### config.mk
export PLATFORM = sky130hd
export DESIGN_NAME = vrspc_top
export DESIGN_NICKNAME = d
export VERILOG_FILES = /design/src/hdl/vrspc_pkg.sv /design/src/hdl/vrspc_deglitch.sv /design/src/hdl/vrspc_sync.sv /design/src/hdl/vrspc_top.sv
export SDC_FILE = /design/constraint.sdc
export NUM_CORES = 1
export LEC_CHECK = 0
export ABC_CLOCK_PERIOD_IN_PS = 7800
export BUFFER_PORTS_ARGS = -buffer_cell sky130_fd_sc_hd__buf_2
export CAP_MARGIN = 20
export CORE_UTILIZATION = 32
export DETAILED_ROUTE_END_ITERATION = 7
export REMOVE_ABC_BUFFERS = 1
export SETUP_SLACK_MARGIN = 0.1
export SYNTH_ARGS = -nofsm -noshare
export SYNTH_HDL_FRONTEND = slang
export SYNTH_SLANG_ARGS = --single-unit
### constraint.sdc
create_clock -name clk -period 7.8 [get_ports clk]
set_input_delay 0 -clock clk [delete_from_list [all_inputs] [get_ports clk]]
set_output_delay 0 -clock clk [all_outputs]
set_load 0.02 [all_outputs]
### src/hdl/vrspc_pkg.sv
package vrspc_pkg;
   localparam int CNT_W_DEF      = 24;
   localparam int LADDER_W_DEF   = 15;
   localparam int CFG_W          = 8;
   localparam int CODE_W         = 4;
   localparam int THR_LSB        = 4;
   localparam int BLANK_LSB      = 0;
   localparam int BLANK_SHIFT    = 5;
   localparam int GLITCH_MUL_W   = 6;
   localparam logic [5:0] GLITCH_MUL = 6'h29;
   localparam int GLITCH_SHIFT   = 12;
   localparam logic [3:0] PEAK_RST   = 4'h0;
   localparam logic [3:0] DAC_RST    = 4'h0;
   localparam logic [7:0] CFG_ZERO   = 8'h00;
   localparam int MISC_AUTO_BIT  = 7;
   localparam int MISC_DGL_BIT   = 3;
   localparam int STAT_PEAK_LSB  = 4;
   localparam int STAT_CLH_BIT   = 1;
   localparam int STAT_CLL_BIT   = 0;

   typedef enum logic [1:0] {
      VRSPC_OFF   = 2'b00,
      VRSPC_ARMED = 2'b01,
      VRSPC_BLANK = 2'b10
   } vrspc_state_t;
endpackage

### src/hdl/vrspc_deglitch.sv
module vrspc_deglitch
   import vrspc_pkg::*;
#(
   parameter int CNT_W = CNT_W_DEF
) (
   input  wire logic             clk,
   input  wire logic             nrst,
   input  wire logic             en,
   input  wire logic             din,
   input  wire logic [CNT_W-1:0] limit,
   output logic                  dout
);
   logic             out_reg;
   logic             out_next;
   logic [CNT_W-1:0] cnt_reg;
   logic [CNT_W-1:0] cnt_next;
   wire              differs = (din != out_reg);
   wire              longEnough = (cnt_reg >= limit);

   // a change passes only after standing for more than limit clocks, either edge direction
   assign out_next = (!en || (differs && longEnough)) ? din : out_reg;
   assign cnt_next = (!differs || out_next != out_reg) ? '0 : cnt_reg + 1'b1;

   always_ff @(posedge clk) begin
      if (!nrst) begin
         out_reg <= 1'b0;
         cnt_reg <= '0;
      end else begin
         out_reg <= out_next;
         cnt_reg <= cnt_next;
      end
   end

   assign dout = out_reg;
endmodule

### src/hdl/vrspc_sync.sv
module vrspc_sync
   import vrspc_pkg::*;
#(
   parameter int WIDTH = 1
) (
   input  wire logic             clk,
   input  wire logic             nrst,
   input  wire logic [WIDTH-1:0] din,
   output logic      [WIDTH-1:0] dout
);
   logic [WIDTH-1:0] meta_reg;
   logic [WIDTH-1:0] sync_reg;

   // first stage feeds only the second stage
   always_ff @(posedge clk) begin
      if (!nrst) begin
         meta_reg <= '0;
         sync_reg <= '0;
      end else begin
         meta_reg <= din;
         sync_reg <= meta_reg;
      end
   end

   assign dout = sync_reg;
endmodule

### src/hdl/vrspc_top.sv
module vrspc_top
   import vrspc_pkg::*;
#(
   parameter int CNT_W    = CNT_W_DEF,
   parameter int LADDER_W = LADDER_W_DEF
) (
   input  wire logic                clk,
   input  wire logic                nrst,
   input  wire logic                serialReset,
   input  wire logic [CFG_W-1:0]    crankCfg,
   input  wire logic [CFG_W-1:0]    runCfg,
   input  wire logic                autoThreshEn,
   input  wire logic                deglitchEn,
   input  wire logic                lowRefSel,
   input  wire logic                vrsDisable,
   input  wire logic                compIn,
   input  wire logic [LADDER_W-1:0] peakLadder,
   input  wire logic                clampHighIn,
   input  wire logic                clampLowIn,
   output logic                     vrsOut,
   output logic [CODE_W-1:0]        dacCode,
   output logic                     circuitEn,
   output logic                     autoThreshMode,
   output logic [CFG_W-1:0]         vrsStatus,
   output logic [CNT_W-1:0]         refPeriod
);
   // ---------------- local reset ----------------
   // the serial reset command returns every register to its default,
   // exactly like the power-on reset
   wire localRst = !nrst || serialReset;
   wire localNrst = !localRst;

   // ---------------- pin synchronisers ----------------
   logic                compSync;
   logic                clampHighSync;
   logic                clampLowSync;
   logic [LADDER_W-1:0] ladderSync;

   vrspc_sync #(
      .WIDTH (1)
   ) u_syncComp (
      .clk  (clk),
      .nrst (localNrst),
      .din  (compIn),
      .dout (compSync)
   );

   // each ladder bit comes from its own comparator; a one-clock skew between
   // bits only delays the maximum by a clock, it cannot corrupt it
   vrspc_sync #(
      .WIDTH (LADDER_W + 2)
   ) u_syncStat (
      .clk  (clk),
      .nrst (localNrst),
      .din  ({clampHighIn, clampLowIn, peakLadder}),
      .dout ({clampHighSync, clampLowSync, ladderSync})
   );

   // ---------------- configuration selection ----------------
   wire                crankActive = (crankCfg != CFG_ZERO);
   wire [CFG_W-1:0]    selCfg = crankActive ? crankCfg : runCfg;
   wire [CODE_W-1:0]   thrCode = selCfg[THR_LSB +: CODE_W];
   wire [CODE_W-1:0]   blankCode = selCfg[BLANK_LSB +: CODE_W];

   // ---------------- registers ----------------
   vrspc_state_t        state_reg;
   vrspc_state_t        state_next;
   logic                vrsOut_reg;
   logic                vrsOut_next;
   logic [CNT_W-1:0]    blankCnt_reg;
   logic [CNT_W-1:0]    blankCnt_next;
   logic [CNT_W-1:0]    pulseCnt_reg;
   logic [CNT_W-1:0]    pulseCnt_next;
   logic [CNT_W-1:0]    refPeriod_reg;
   logic [CNT_W-1:0]    refPeriod_next;
   logic [CODE_W-1:0]   peakRun_reg;
   logic [CODE_W-1:0]   peakRun_next;
   logic [CODE_W-1:0]   peak_reg;
   logic [CODE_W-1:0]   peak_next;
   logic [CODE_W-1:0]   dacCode_reg;
   logic                circuitEn_reg;
   logic                autoThresh_reg;
   logic                clampHigh_reg;
   logic                clampLow_reg;

   // ---------------- derived lengths ----------------
   // blanking = period * code / 32, so code 15 gives 46.875 percent
   wire [CNT_W+CODE_W-1:0] blankProd = refPeriod_reg * blankCode;
   wire [CNT_W-1:0]        blankLen = CNT_W'(blankProd >> BLANK_SHIFT);

   // glitch window = period * 41 / 4096, about one percent; a shift-and-add
   // avoids a divider at the cost of 0.1 percent error
   wire [CNT_W+GLITCH_MUL_W-1:0] glitchProd = refPeriod_reg * GLITCH_MUL;
   wire [CNT_W-1:0]              glitchLen = CNT_W'(glitchProd >> GLITCH_SHIFT);

   // ---------------- deglitch filter ----------------
   logic compFilt;

   vrspc_deglitch #(
      .CNT_W (CNT_W)
   ) u_deglitch (
      .clk   (clk),
      .nrst  (localNrst),
      .en    (deglitchEn),
      .din   (compSync),
      .limit (glitchLen),
      .dout  (compFilt)
   );

   // ---------------- peak code ----------------
   // thermometer ladder to binary: number of levels exceeded, so the code
   // never falls while the input rises
   function automatic logic [CODE_W-1:0] ladderCode(input logic [LADDER_W-1:0] t);
      logic [CODE_W-1:0] n;
      n = '0;
      for (int i = 0; i < LADDER_W; i++) begin
         n = n + CODE_W'(t[i]);
      end
      return n;
   endfunction

   wire [CODE_W-1:0] ladderNow = ladderCode(ladderSync);
   wire [CODE_W-1:0] peakMax = (ladderNow > peakRun_reg) ? ladderNow : peakRun_reg;

   // ---------------- edge acceptance ----------------
   wire enabled = !vrsDisable;
   wire refLevel = !lowRefSel;
   wire edgeSeen = (compFilt != vrsOut_reg);
   wire accept = (state_reg == VRSPC_ARMED) && edgeSeen;
   wire inRefPulse = (vrsOut_reg == refLevel);
   wire endRefPulse = accept && inRefPulse;
   wire startRefPulse = accept && !inRefPulse;
   wire fallEdge = accept && vrsOut_reg;
   wire riseEdge = accept && !vrsOut_reg;
   wire blankDone = (blankCnt_reg + 1'b1 >= blankLen);
   wire pulseSat = (pulseCnt_reg == {CNT_W{1'b1}});

   // ---------------- state machine ----------------
   always_comb begin
      state_next = state_reg;
      vrsOut_next = vrsOut_reg;
      blankCnt_next = blankCnt_reg;
      unique case (state_reg)
         VRSPC_OFF: begin
            vrsOut_next = 1'b0;
            blankCnt_next = '0;
            if (enabled) begin
               state_next = VRSPC_ARMED;
            end
         end
         VRSPC_ARMED: begin
            if (!enabled) begin
               state_next = VRSPC_OFF;
               vrsOut_next = 1'b0;
            end else if (edgeSeen) begin
               vrsOut_next = compFilt;
               blankCnt_next = '0;
               if (blankLen != '0) begin
                  state_next = VRSPC_BLANK;
               end
            end
         end
         VRSPC_BLANK: begin
            // comparator changes are ignored here; the output holds unless vrsDisable forces it low
            blankCnt_next = blankCnt_reg + 1'b1;
            if (!enabled) begin
               state_next = VRSPC_OFF;
               vrsOut_next = 1'b0;
            end else if (blankDone) begin
               state_next = VRSPC_ARMED;
            end
         end
         default: begin
            state_next = VRSPC_OFF;
            vrsOut_next = 1'b0;
            blankCnt_next = '0;
         end
      endcase
   end

   // ---------------- period measurement ----------------
   // the count saturates so a stalled engine shows the longest period
   // rather than wrapping to a short one
   always_comb begin
      pulseCnt_next = pulseCnt_reg;
      refPeriod_next = refPeriod_reg;
      if (!enabled) begin
         pulseCnt_next = '0;
      end else if (startRefPulse) begin
         pulseCnt_next = '0;
      end else if (endRefPulse) begin
         refPeriod_next = pulseSat ? pulseCnt_reg : pulseCnt_reg + 1'b1;
         pulseCnt_next = '0;
      end else if (inRefPulse && !pulseSat) begin
         pulseCnt_next = pulseCnt_reg + 1'b1;
      end
   end

   // ---------------- peak tracking ----------------
   always_comb begin
      peakRun_next = peakRun_reg;
      peak_next = peak_reg;
      if (riseEdge) begin
         peakRun_next = ladderNow;
      end else if (fallEdge) begin
         // zero crossing after the positive half: publish and hold
         peak_next = peakMax;
         peakRun_next = '0;
      end else if (vrsOut_reg) begin
         peakRun_next = peakMax;
      end
   end

   // ---------------- flops ----------------
   always_ff @(posedge clk) begin
      if (localRst) begin
         state_reg <= VRSPC_OFF;
         vrsOut_reg <= 1'b0;
         blankCnt_reg <= '0;
      end else begin
         state_reg <= state_next;
         vrsOut_reg <= vrsOut_next;
         blankCnt_reg <= blankCnt_next;
      end
   end

   always_ff @(posedge clk) begin
      if (localRst) begin
         pulseCnt_reg <= '0;
         refPeriod_reg <= '0;
      end else begin
         pulseCnt_reg <= pulseCnt_next;
         refPeriod_reg <= refPeriod_next;
      end
   end

   // only the two resets clear the published peak
   always_ff @(posedge clk) begin
      if (localRst) begin
         peakRun_reg <= PEAK_RST;
         peak_reg <= PEAK_RST;
      end else begin
         peakRun_reg <= peakRun_next;
         peak_reg <= peak_next;
      end
   end

   always_ff @(posedge clk) begin
      if (localRst) begin
         dacCode_reg <= DAC_RST;
         circuitEn_reg <= 1'b0;
         autoThresh_reg <= 1'b0;
         clampHigh_reg <= 1'b0;
         clampLow_reg <= 1'b0;
      end else begin
         dacCode_reg <= thrCode;
         circuitEn_reg <= enabled;
         autoThresh_reg <= autoThreshEn && enabled;
         clampHigh_reg <= clampHighSync && enabled;
         clampLow_reg <= clampLowSync && enabled;
      end
   end

   // ---------------- outputs ----------------
   assign vrsOut = vrsOut_reg;
   assign dacCode = dacCode_reg;
   assign circuitEn = circuitEn_reg;
   assign autoThreshMode = autoThresh_reg;
   assign refPeriod = refPeriod_reg;
   always_comb begin
      vrsStatus = '0;
      vrsStatus[STAT_PEAK_LSB +: CODE_W] = peak_reg;
      vrsStatus[STAT_CLH_BIT] = clampHigh_reg;
      vrsStatus[STAT_CLL_BIT] = clampLow_reg;
   end
endmodule

### After elaboration in Yosys (flattened, before gate mapping)

Cells that the tools add are included.

* multipliers: 2
* bitwise operators: 3
* reductions and logical operators: 32
* eq/ne operators: 14
* multiplexer cells: 21
* $lt $le $gt $ge: 3
* add/subtract/negate cells: 17

Operators by type and width (count)
* $add 24x1->24 const B: 3
* $mux 24: 3
* $pmux 24 s2: 1
* $add 4x1->4: 11
* $mul 24x6->30 const B: 1
* $mul 24x4->28: 1
* $eq 24x24->1 const B: 1
* $ge 24x18->1: 1
* $ge 24x23->1: 1
* $reduce_bool 24->1: 1
* $mux 4: 4
* $mux 2: 6
* $logic_and 1x1->1: 10
* $logic_not 1->1: 8
* $mux 8: 1
* $ne 2x2->1 const B: 4
* $reduce_bool 8->1: 1
* $ne 3x3->1 const B: 2
* $pmux 2 s3: 1
* $reduce_and 2->1: 3
* $add 3x1->4: 1
* $gt 4x4->1: 1
* $mux 1: 4
* $reduce_and 4->1: 1
* other kinds (15): 21

* register bits: 152
* bits of input ports: 41

### Depth between registers and ports, before layout

* depth in word-level cells: 19
* gate-level depth with buffers: 30

### Cells and area by module

Synthesis repeated with hierarchy kept, for this count alone.

* cell total of the unflattened synthesis: 1566
* area, all modules: 12998.7 um^2

By module, submodules not included
* vrspc_top: seq. area each 1821.7 um^2, cells each 1287, times used 1, area each 10339.9 um^2
* vrspc_deglitch: seq. area each 500.5 um^2, cells each 204, times used 1, area each 1655.3 um^2
* vrspc_sync at u_syncStat: seq. area each 680.7 um^2, cells each 71, times used 1, area each 950.9 um^2
* vrspc_sync at u_syncComp: seq. area each 40.0 um^2, cells each 4, times used 1, area each 52.6 um^2

### Worst setup path after synthesis

OpenSTA, ideal clock, no wires.

* kind: reg-to-reg
* start: register refPeriod_reg[4] (netlist: refPeriod[4])
* end: register u_deglitch.cnt_reg[11]
* library setup time: 65 ps
* cell stages (with the launch flop): 26
* arrival: 5693 ps
* clock period less this slack: 5758 ps
* setup slack: 2042 ps
* cell sequence: dfxtp_1 > ha_1 > inv_1 > fa_1 > inv_1 > ha_1 > ha_1 > a21o_1 > a21o_1 > a21oi_1 > o21ai_2 > a2111oi_4 > o21ai_2 > a221o_2 > a21o_2 > xnor2_1 > ha_1 > a21o_1 > a21o_1 > a211oi_1 > o211ai_1 > a31o_2 > or3_1 > clkbuf_1 > clkbuf_1 > nor2_1

* longest elaborated chain between the ends: 8

RTL lines
* start: declaration: line vrspc_top.sv:74 `logic [CNT_W-1:0] refPeriod_reg;`
* start signal: assignment: line vrspc_top.sv:233 `refPeriod_reg <= refPeriod_next;`
* $mul 24x6->30: line vrspc_top.sv:93 `wire [CNT_W+GLITCH_MUL_W-1:0] glitchProd = refPeriod_reg * GLITCH_MUL;`
* $ge 24x18->1: line vrspc_deglitch.sv:18 `wire longEnough = (cnt_reg >= limit);`
* $logic_and 1x1->1: line vrspc_deglitch.sv:21 `assign out_next = (!en || (differs && longEnough)) ? din : out_reg;`
* $logic_or 1x1->1: line vrspc_deglitch.sv:21
* $mux 1: line vrspc_deglitch.sv:21
* $ne 1x1->1: line vrspc_deglitch.sv:22 `assign cnt_next = (!differs || out_next != out_reg) ? '0 : cnt_reg + 1'b1;`
* $logic_or 1x1->1: line vrspc_deglitch.sv:22
* $reduce_or 2->1 (no line)
* end signal: assignment: line vrspc_deglitch.sv:30 `cnt_reg <= cnt_next;`
* end: declaration: line vrspc_deglitch.sv:15 `logic [CNT_W-1:0] cnt_reg;`

Every way passes these cells.
A chain may end at the register's enable or synchronous reset.

### Worst setup path in the final report

* start: input port crankCfg[2]
* end: register state_reg[0]

* longest elaborated chain between the ends: 6
* elaborated cells between the ends (all ways): 8
* classes of those cells: mul (1); order compare (1); eq/ne (2); mux (1); reduce/logical (3)

RTL lines
* start: declaration: line vrspc_top.sv:10 `input wire logic [CFG_W-1:0] crankCfg,`
* $reduce_bool 8->1: line vrspc_top.sv:60 `wire crankActive = (crankCfg != CFG_ZERO);`
* $mux 8 (*): line vrspc_top.sv:61 `wire [CFG_W-1:0] selCfg = crankActive ? crankCfg : runCfg;`
* $mul 24x4->28 (*): line vrspc_top.sv:88 `wire [CNT_W+CODE_W-1:0] blankProd = refPeriod_reg * blankCode;`
* $ge 24x23->1 or $reduce_bool 24->1 (tied branches): line vrspc_top.sv:135, vrspc_top.sv:158
* $ne 3x3->1 (no line) or $ne 3x2->1 (tied branches)
* $reduce_and 4->1 (no line) (*)
* end signal: assignment: line vrspc_top.sv:221 `state_reg <= state_next;`
* end: declaration: line vrspc_top.sv:66 `vrspc_state_t state_reg;`

Mark *: on every way between the ends. The rest lies on a longest branch, timed or not.

==> flow_summary_export.csv <==
group,metric,value,unit
synthesis,yosysSeqAreaShare,23.5,%
synthesis,syn_avg_cell_area,8.42,µm²
placed_design,placed_cell_area,13900,µm²
sta,period_share,80.9,%
pwr,power,0.00169,W
floorplan,die_h,203,µm
placed_design,finalWeightedCongestion,0.852,
floorplan,die_x,203,µm
synthesis,synth_flop_cell,"dfxtp_1",
pwr,ir_worst_vdd,0.000127,V
setup_path,reg2reg_depth,23,
synthesis,synth_edf_count,0,
route,drt_iter0_markers,544,
setup_path,crit_path_max_incr_delay,0.74,ns
clock_network,htree_levels,4,
floorplan,initial_core_util,32.6,%
finish,multi_input_area,9050,µm²
finish,nets,1885,
clock_network,cts_resized,0,
setup_path,crit_family,"compound AO/OA/AOI/OAI gates",
synthesis,synth-async-reset-ratio,0,%
global_route,grt_pass1_wl,50.1,mm
finish,finalNonFillerCells,2156,
finish,n_antenna_cell,0,
worst_hold_path,hold_path_depth,4,
setup_path,cp-end-kind,"register",
clock_network,clock-sinks,152,
global_route,grt_use_total,14.8,%
setup_path,setup.worst_path.class,"input pin to register",
pwr,power_density,115,nW/µm²
worst_hold_path,hp-class,"input pin to register",
route,avgRoutedWirePerCell,13.8,µm
placed_design,hpwl,23.0,mm
clock_network,clock_path_buffers,2,
sta,skew,0.0127,ns
clock_network,clk_latency,0.45,ns
synthesis,netlist_area,13000,µm²
sta,period_needed,6.31,ns
synthesis,synth_cell_types,89,
worst_hold_path,hold_start,"nrst",
route,vias,10500,
sta,setup_viol,0,
setup_path,path_max_fanout,24,
floorplan,coreArea,39800,µm²
setup_path,crit_slowest_cell,"a21o_1",
setup_path,required,8.18,ns
sta,tns,0,ns
placed_design,place_inst,2096,
finish,drive_gt1_share,10.2,%
setup_path,crit_path_start_kind,"input pin",
floorplan,io_pins,80,
clock_network,cts_root_buf,"clkbuf_16",
sta,worst_slew_pin_slew,1.04,ns
clock_network,cts.clk_slew.worst_paths,0.07,ns
global_route,grt_max_degree,59,
clock_network,cts_buffers,17,
worst_hold_path,hold_end,"refPeriod[0]",
route,drtPass1Iterations,5,
placed_design,port_buffers,77,
setup_path,rrSetupSlack,1.49,ns
finish,final_cell_mix,"inv_1, nor2_1, ha_1, dfxtp_1, nand2_1",
setup_path,critPathArrivalTime,6.69,ns
run,cap_violations,0,
finish,regArea,3040,µm²
route,route.detailed.drc,0,
finish,layout_commonest_cell,"inv_1",
setup_path,critPathBufInv,2,
route,antenna_left,0,
floorplan,rows,73,
sta,final_hold_viol_count,0,
synthesis,syn_inst,1539,
sta,rsz0062_at_grt,"no",
finish,stdcell_area,14700,µm²
finish,area_growth,13.5,%
route,vias_per_cell,4.87,
sta,max_slew_margin,30.6,%
floorplan,fp.dieArea,41300,µm²
route,routed_wl,29.8,mm
synthesis,yosys_register_bits,152,
clock_network,cts_tree,"yes",
setup_path,rr_endpoint,"u_deglitch.cnt_reg[4]",
synthesis,ys.warnings.count,0,
pwr,leakage,6.83,nW
finish,num-fill-cells,4134,
global_route,antenna_found_initial,0,
setup_path,rr_startpoint,"refPeriod[6]",
global_route,overflow,0,
setup_path,critPathLaunch,"crankCfg[2]",
sta,max_freq,158,MHz
sta,drv_slew,0,
global_route,grt_pass1_vias,10400,
run_status,status,"finished, final reports clean",
[worst max path at each step]
| stage | endpoint | slack, ns | cells after the start |
|---|---|---|---|
| floorplan | state_reg[1] | 2.08 | 27 |
| global placement | state_reg[1] | 1.25 | 28 |
| detailed placement | state_reg[0] | 1.10 | 25 |
| CTS | u_deglitch.cnt_reg[4] | 1.41 | 23 |
| global route | state_reg[0] | 0.74 | 28 |
| finish | state_reg[0] | 1.49 | 25 |
[area by class of cell]
class | count | share of cell area [%]
clock inverters | 15 | 1.02
clock buffers | 17 | 2.89
flip-flops and latches | 152 | 20.7
well taps | 525 | 4.47
repair buffers | 112 | 4.93
inverters | 176 | 4.49
multi-input cells | 1159 | 61.5
[timing repair]
action,4_1_cts,5_1_grt
hold endpoints to repair,25,0
hold buffers,28,0
setup buffers,0,0
[Yosys cell counts (27+ instances only)]
library cell / n / area share, %
and3_1: 27 / 1.3
ha_1: 155 / 15
xor2_1: 56 / 3.8
fa_1: 71 / 11
xnor2_1: 54 / 3.6
nand2_1: 130 / 3.8
inv_1: 176 / 5.1
and2_1: 61 / 2.9
dfxtp_1: 152 / 23
clkbuf_1: 46 / 1.3
nand3_1: 30 / 1.2
a21oi_1: 67 / 2.6
o21ai_0: 62 / 2.4
nor2_1: 157 / 4.5
[per-stage QoR]
step / utilization (%) / hold WS [ns] / worst slack, ns
floorplan: - / 0.112 / 2.08
global placement: 34.7 / 0.199 / 1.25
detailed placement: 34.8 / 0.202 / 1.10
CTS: 36.9 / 0.162 / 1.41
global route: 36.9 / 0.201 / 0.743
finish: 36.9 / 0.169 / 1.49
[cells by family after synthesis]
| kind of cell | after synthesis | synth area share [%] |
|---|---|---|
| AO/OA/AOI/OAI | 282 | 14.9 |
| flip-flops | 152 | 23.5 |
| AND/OR/NAND/NOR | 522 | 20.2 |
| other | 1 | 0.0289 |
| multiplexers | 12 | 0.946 |
| XOR/XNOR | 110 | 7.43 |
| adder cells (fa/ha/maj) | 226 | 25.9 |
| buffers and inverters | 234 | 7.06 |
[metal layers]
| metal | up-vias | wire (µm) | GRT usage, % |
|---|---|---|---|
| li1 | 5343 | - | - |
| met1 | 4966 | 14100 | 19.0 |
| met2 | 161 | 14200 | 25.0 |
| met3 | 39 | 889 | 2.64 |
| met4 | 0 | 632 | 5.24 |
| met5 | - | 0 | 0 |
[power breakdown]
part / internal [W] / switching (W) / leakage, nW / total, W
Combinational: 0.0000376 / 0.0000533 / 5.33 / 0.0000909
Clock: 0.000424 / 0.000388 / 0.273 / 0.000812
Sequential: 0.000784 / 0.00000302 / 1.23 / 0.000787
Total: 0.00125 / 0.000444 / 6.83 / 0.00169
[worst reg2reg max path: stages, from the launching register on]
cell and delay [ns]:
dfxtp_1 0.59, ha_1 0.32, inv_1 0.07, fa_1 0.41, inv_1 0.07, ha_1 0.22, ha_1 0.31, a21o_1 0.18
a21o_1 0.17, a21oi_1 0.18, o21ai_2 0.13, a2111oi_4 0.46, o21ai_2 0.18, a221o_2 0.39, a21o_2 0.23, a21oi_1 0.19
xor2_1 0.17, ha_1 0.27, a21o_1 0.17, a211oi_1 0.26, o211ai_1 0.13, a31o_2 0.25, or3_1 0.66, nor2_1 0.20
Note: power is estimated with default switching activity, not from simulation.
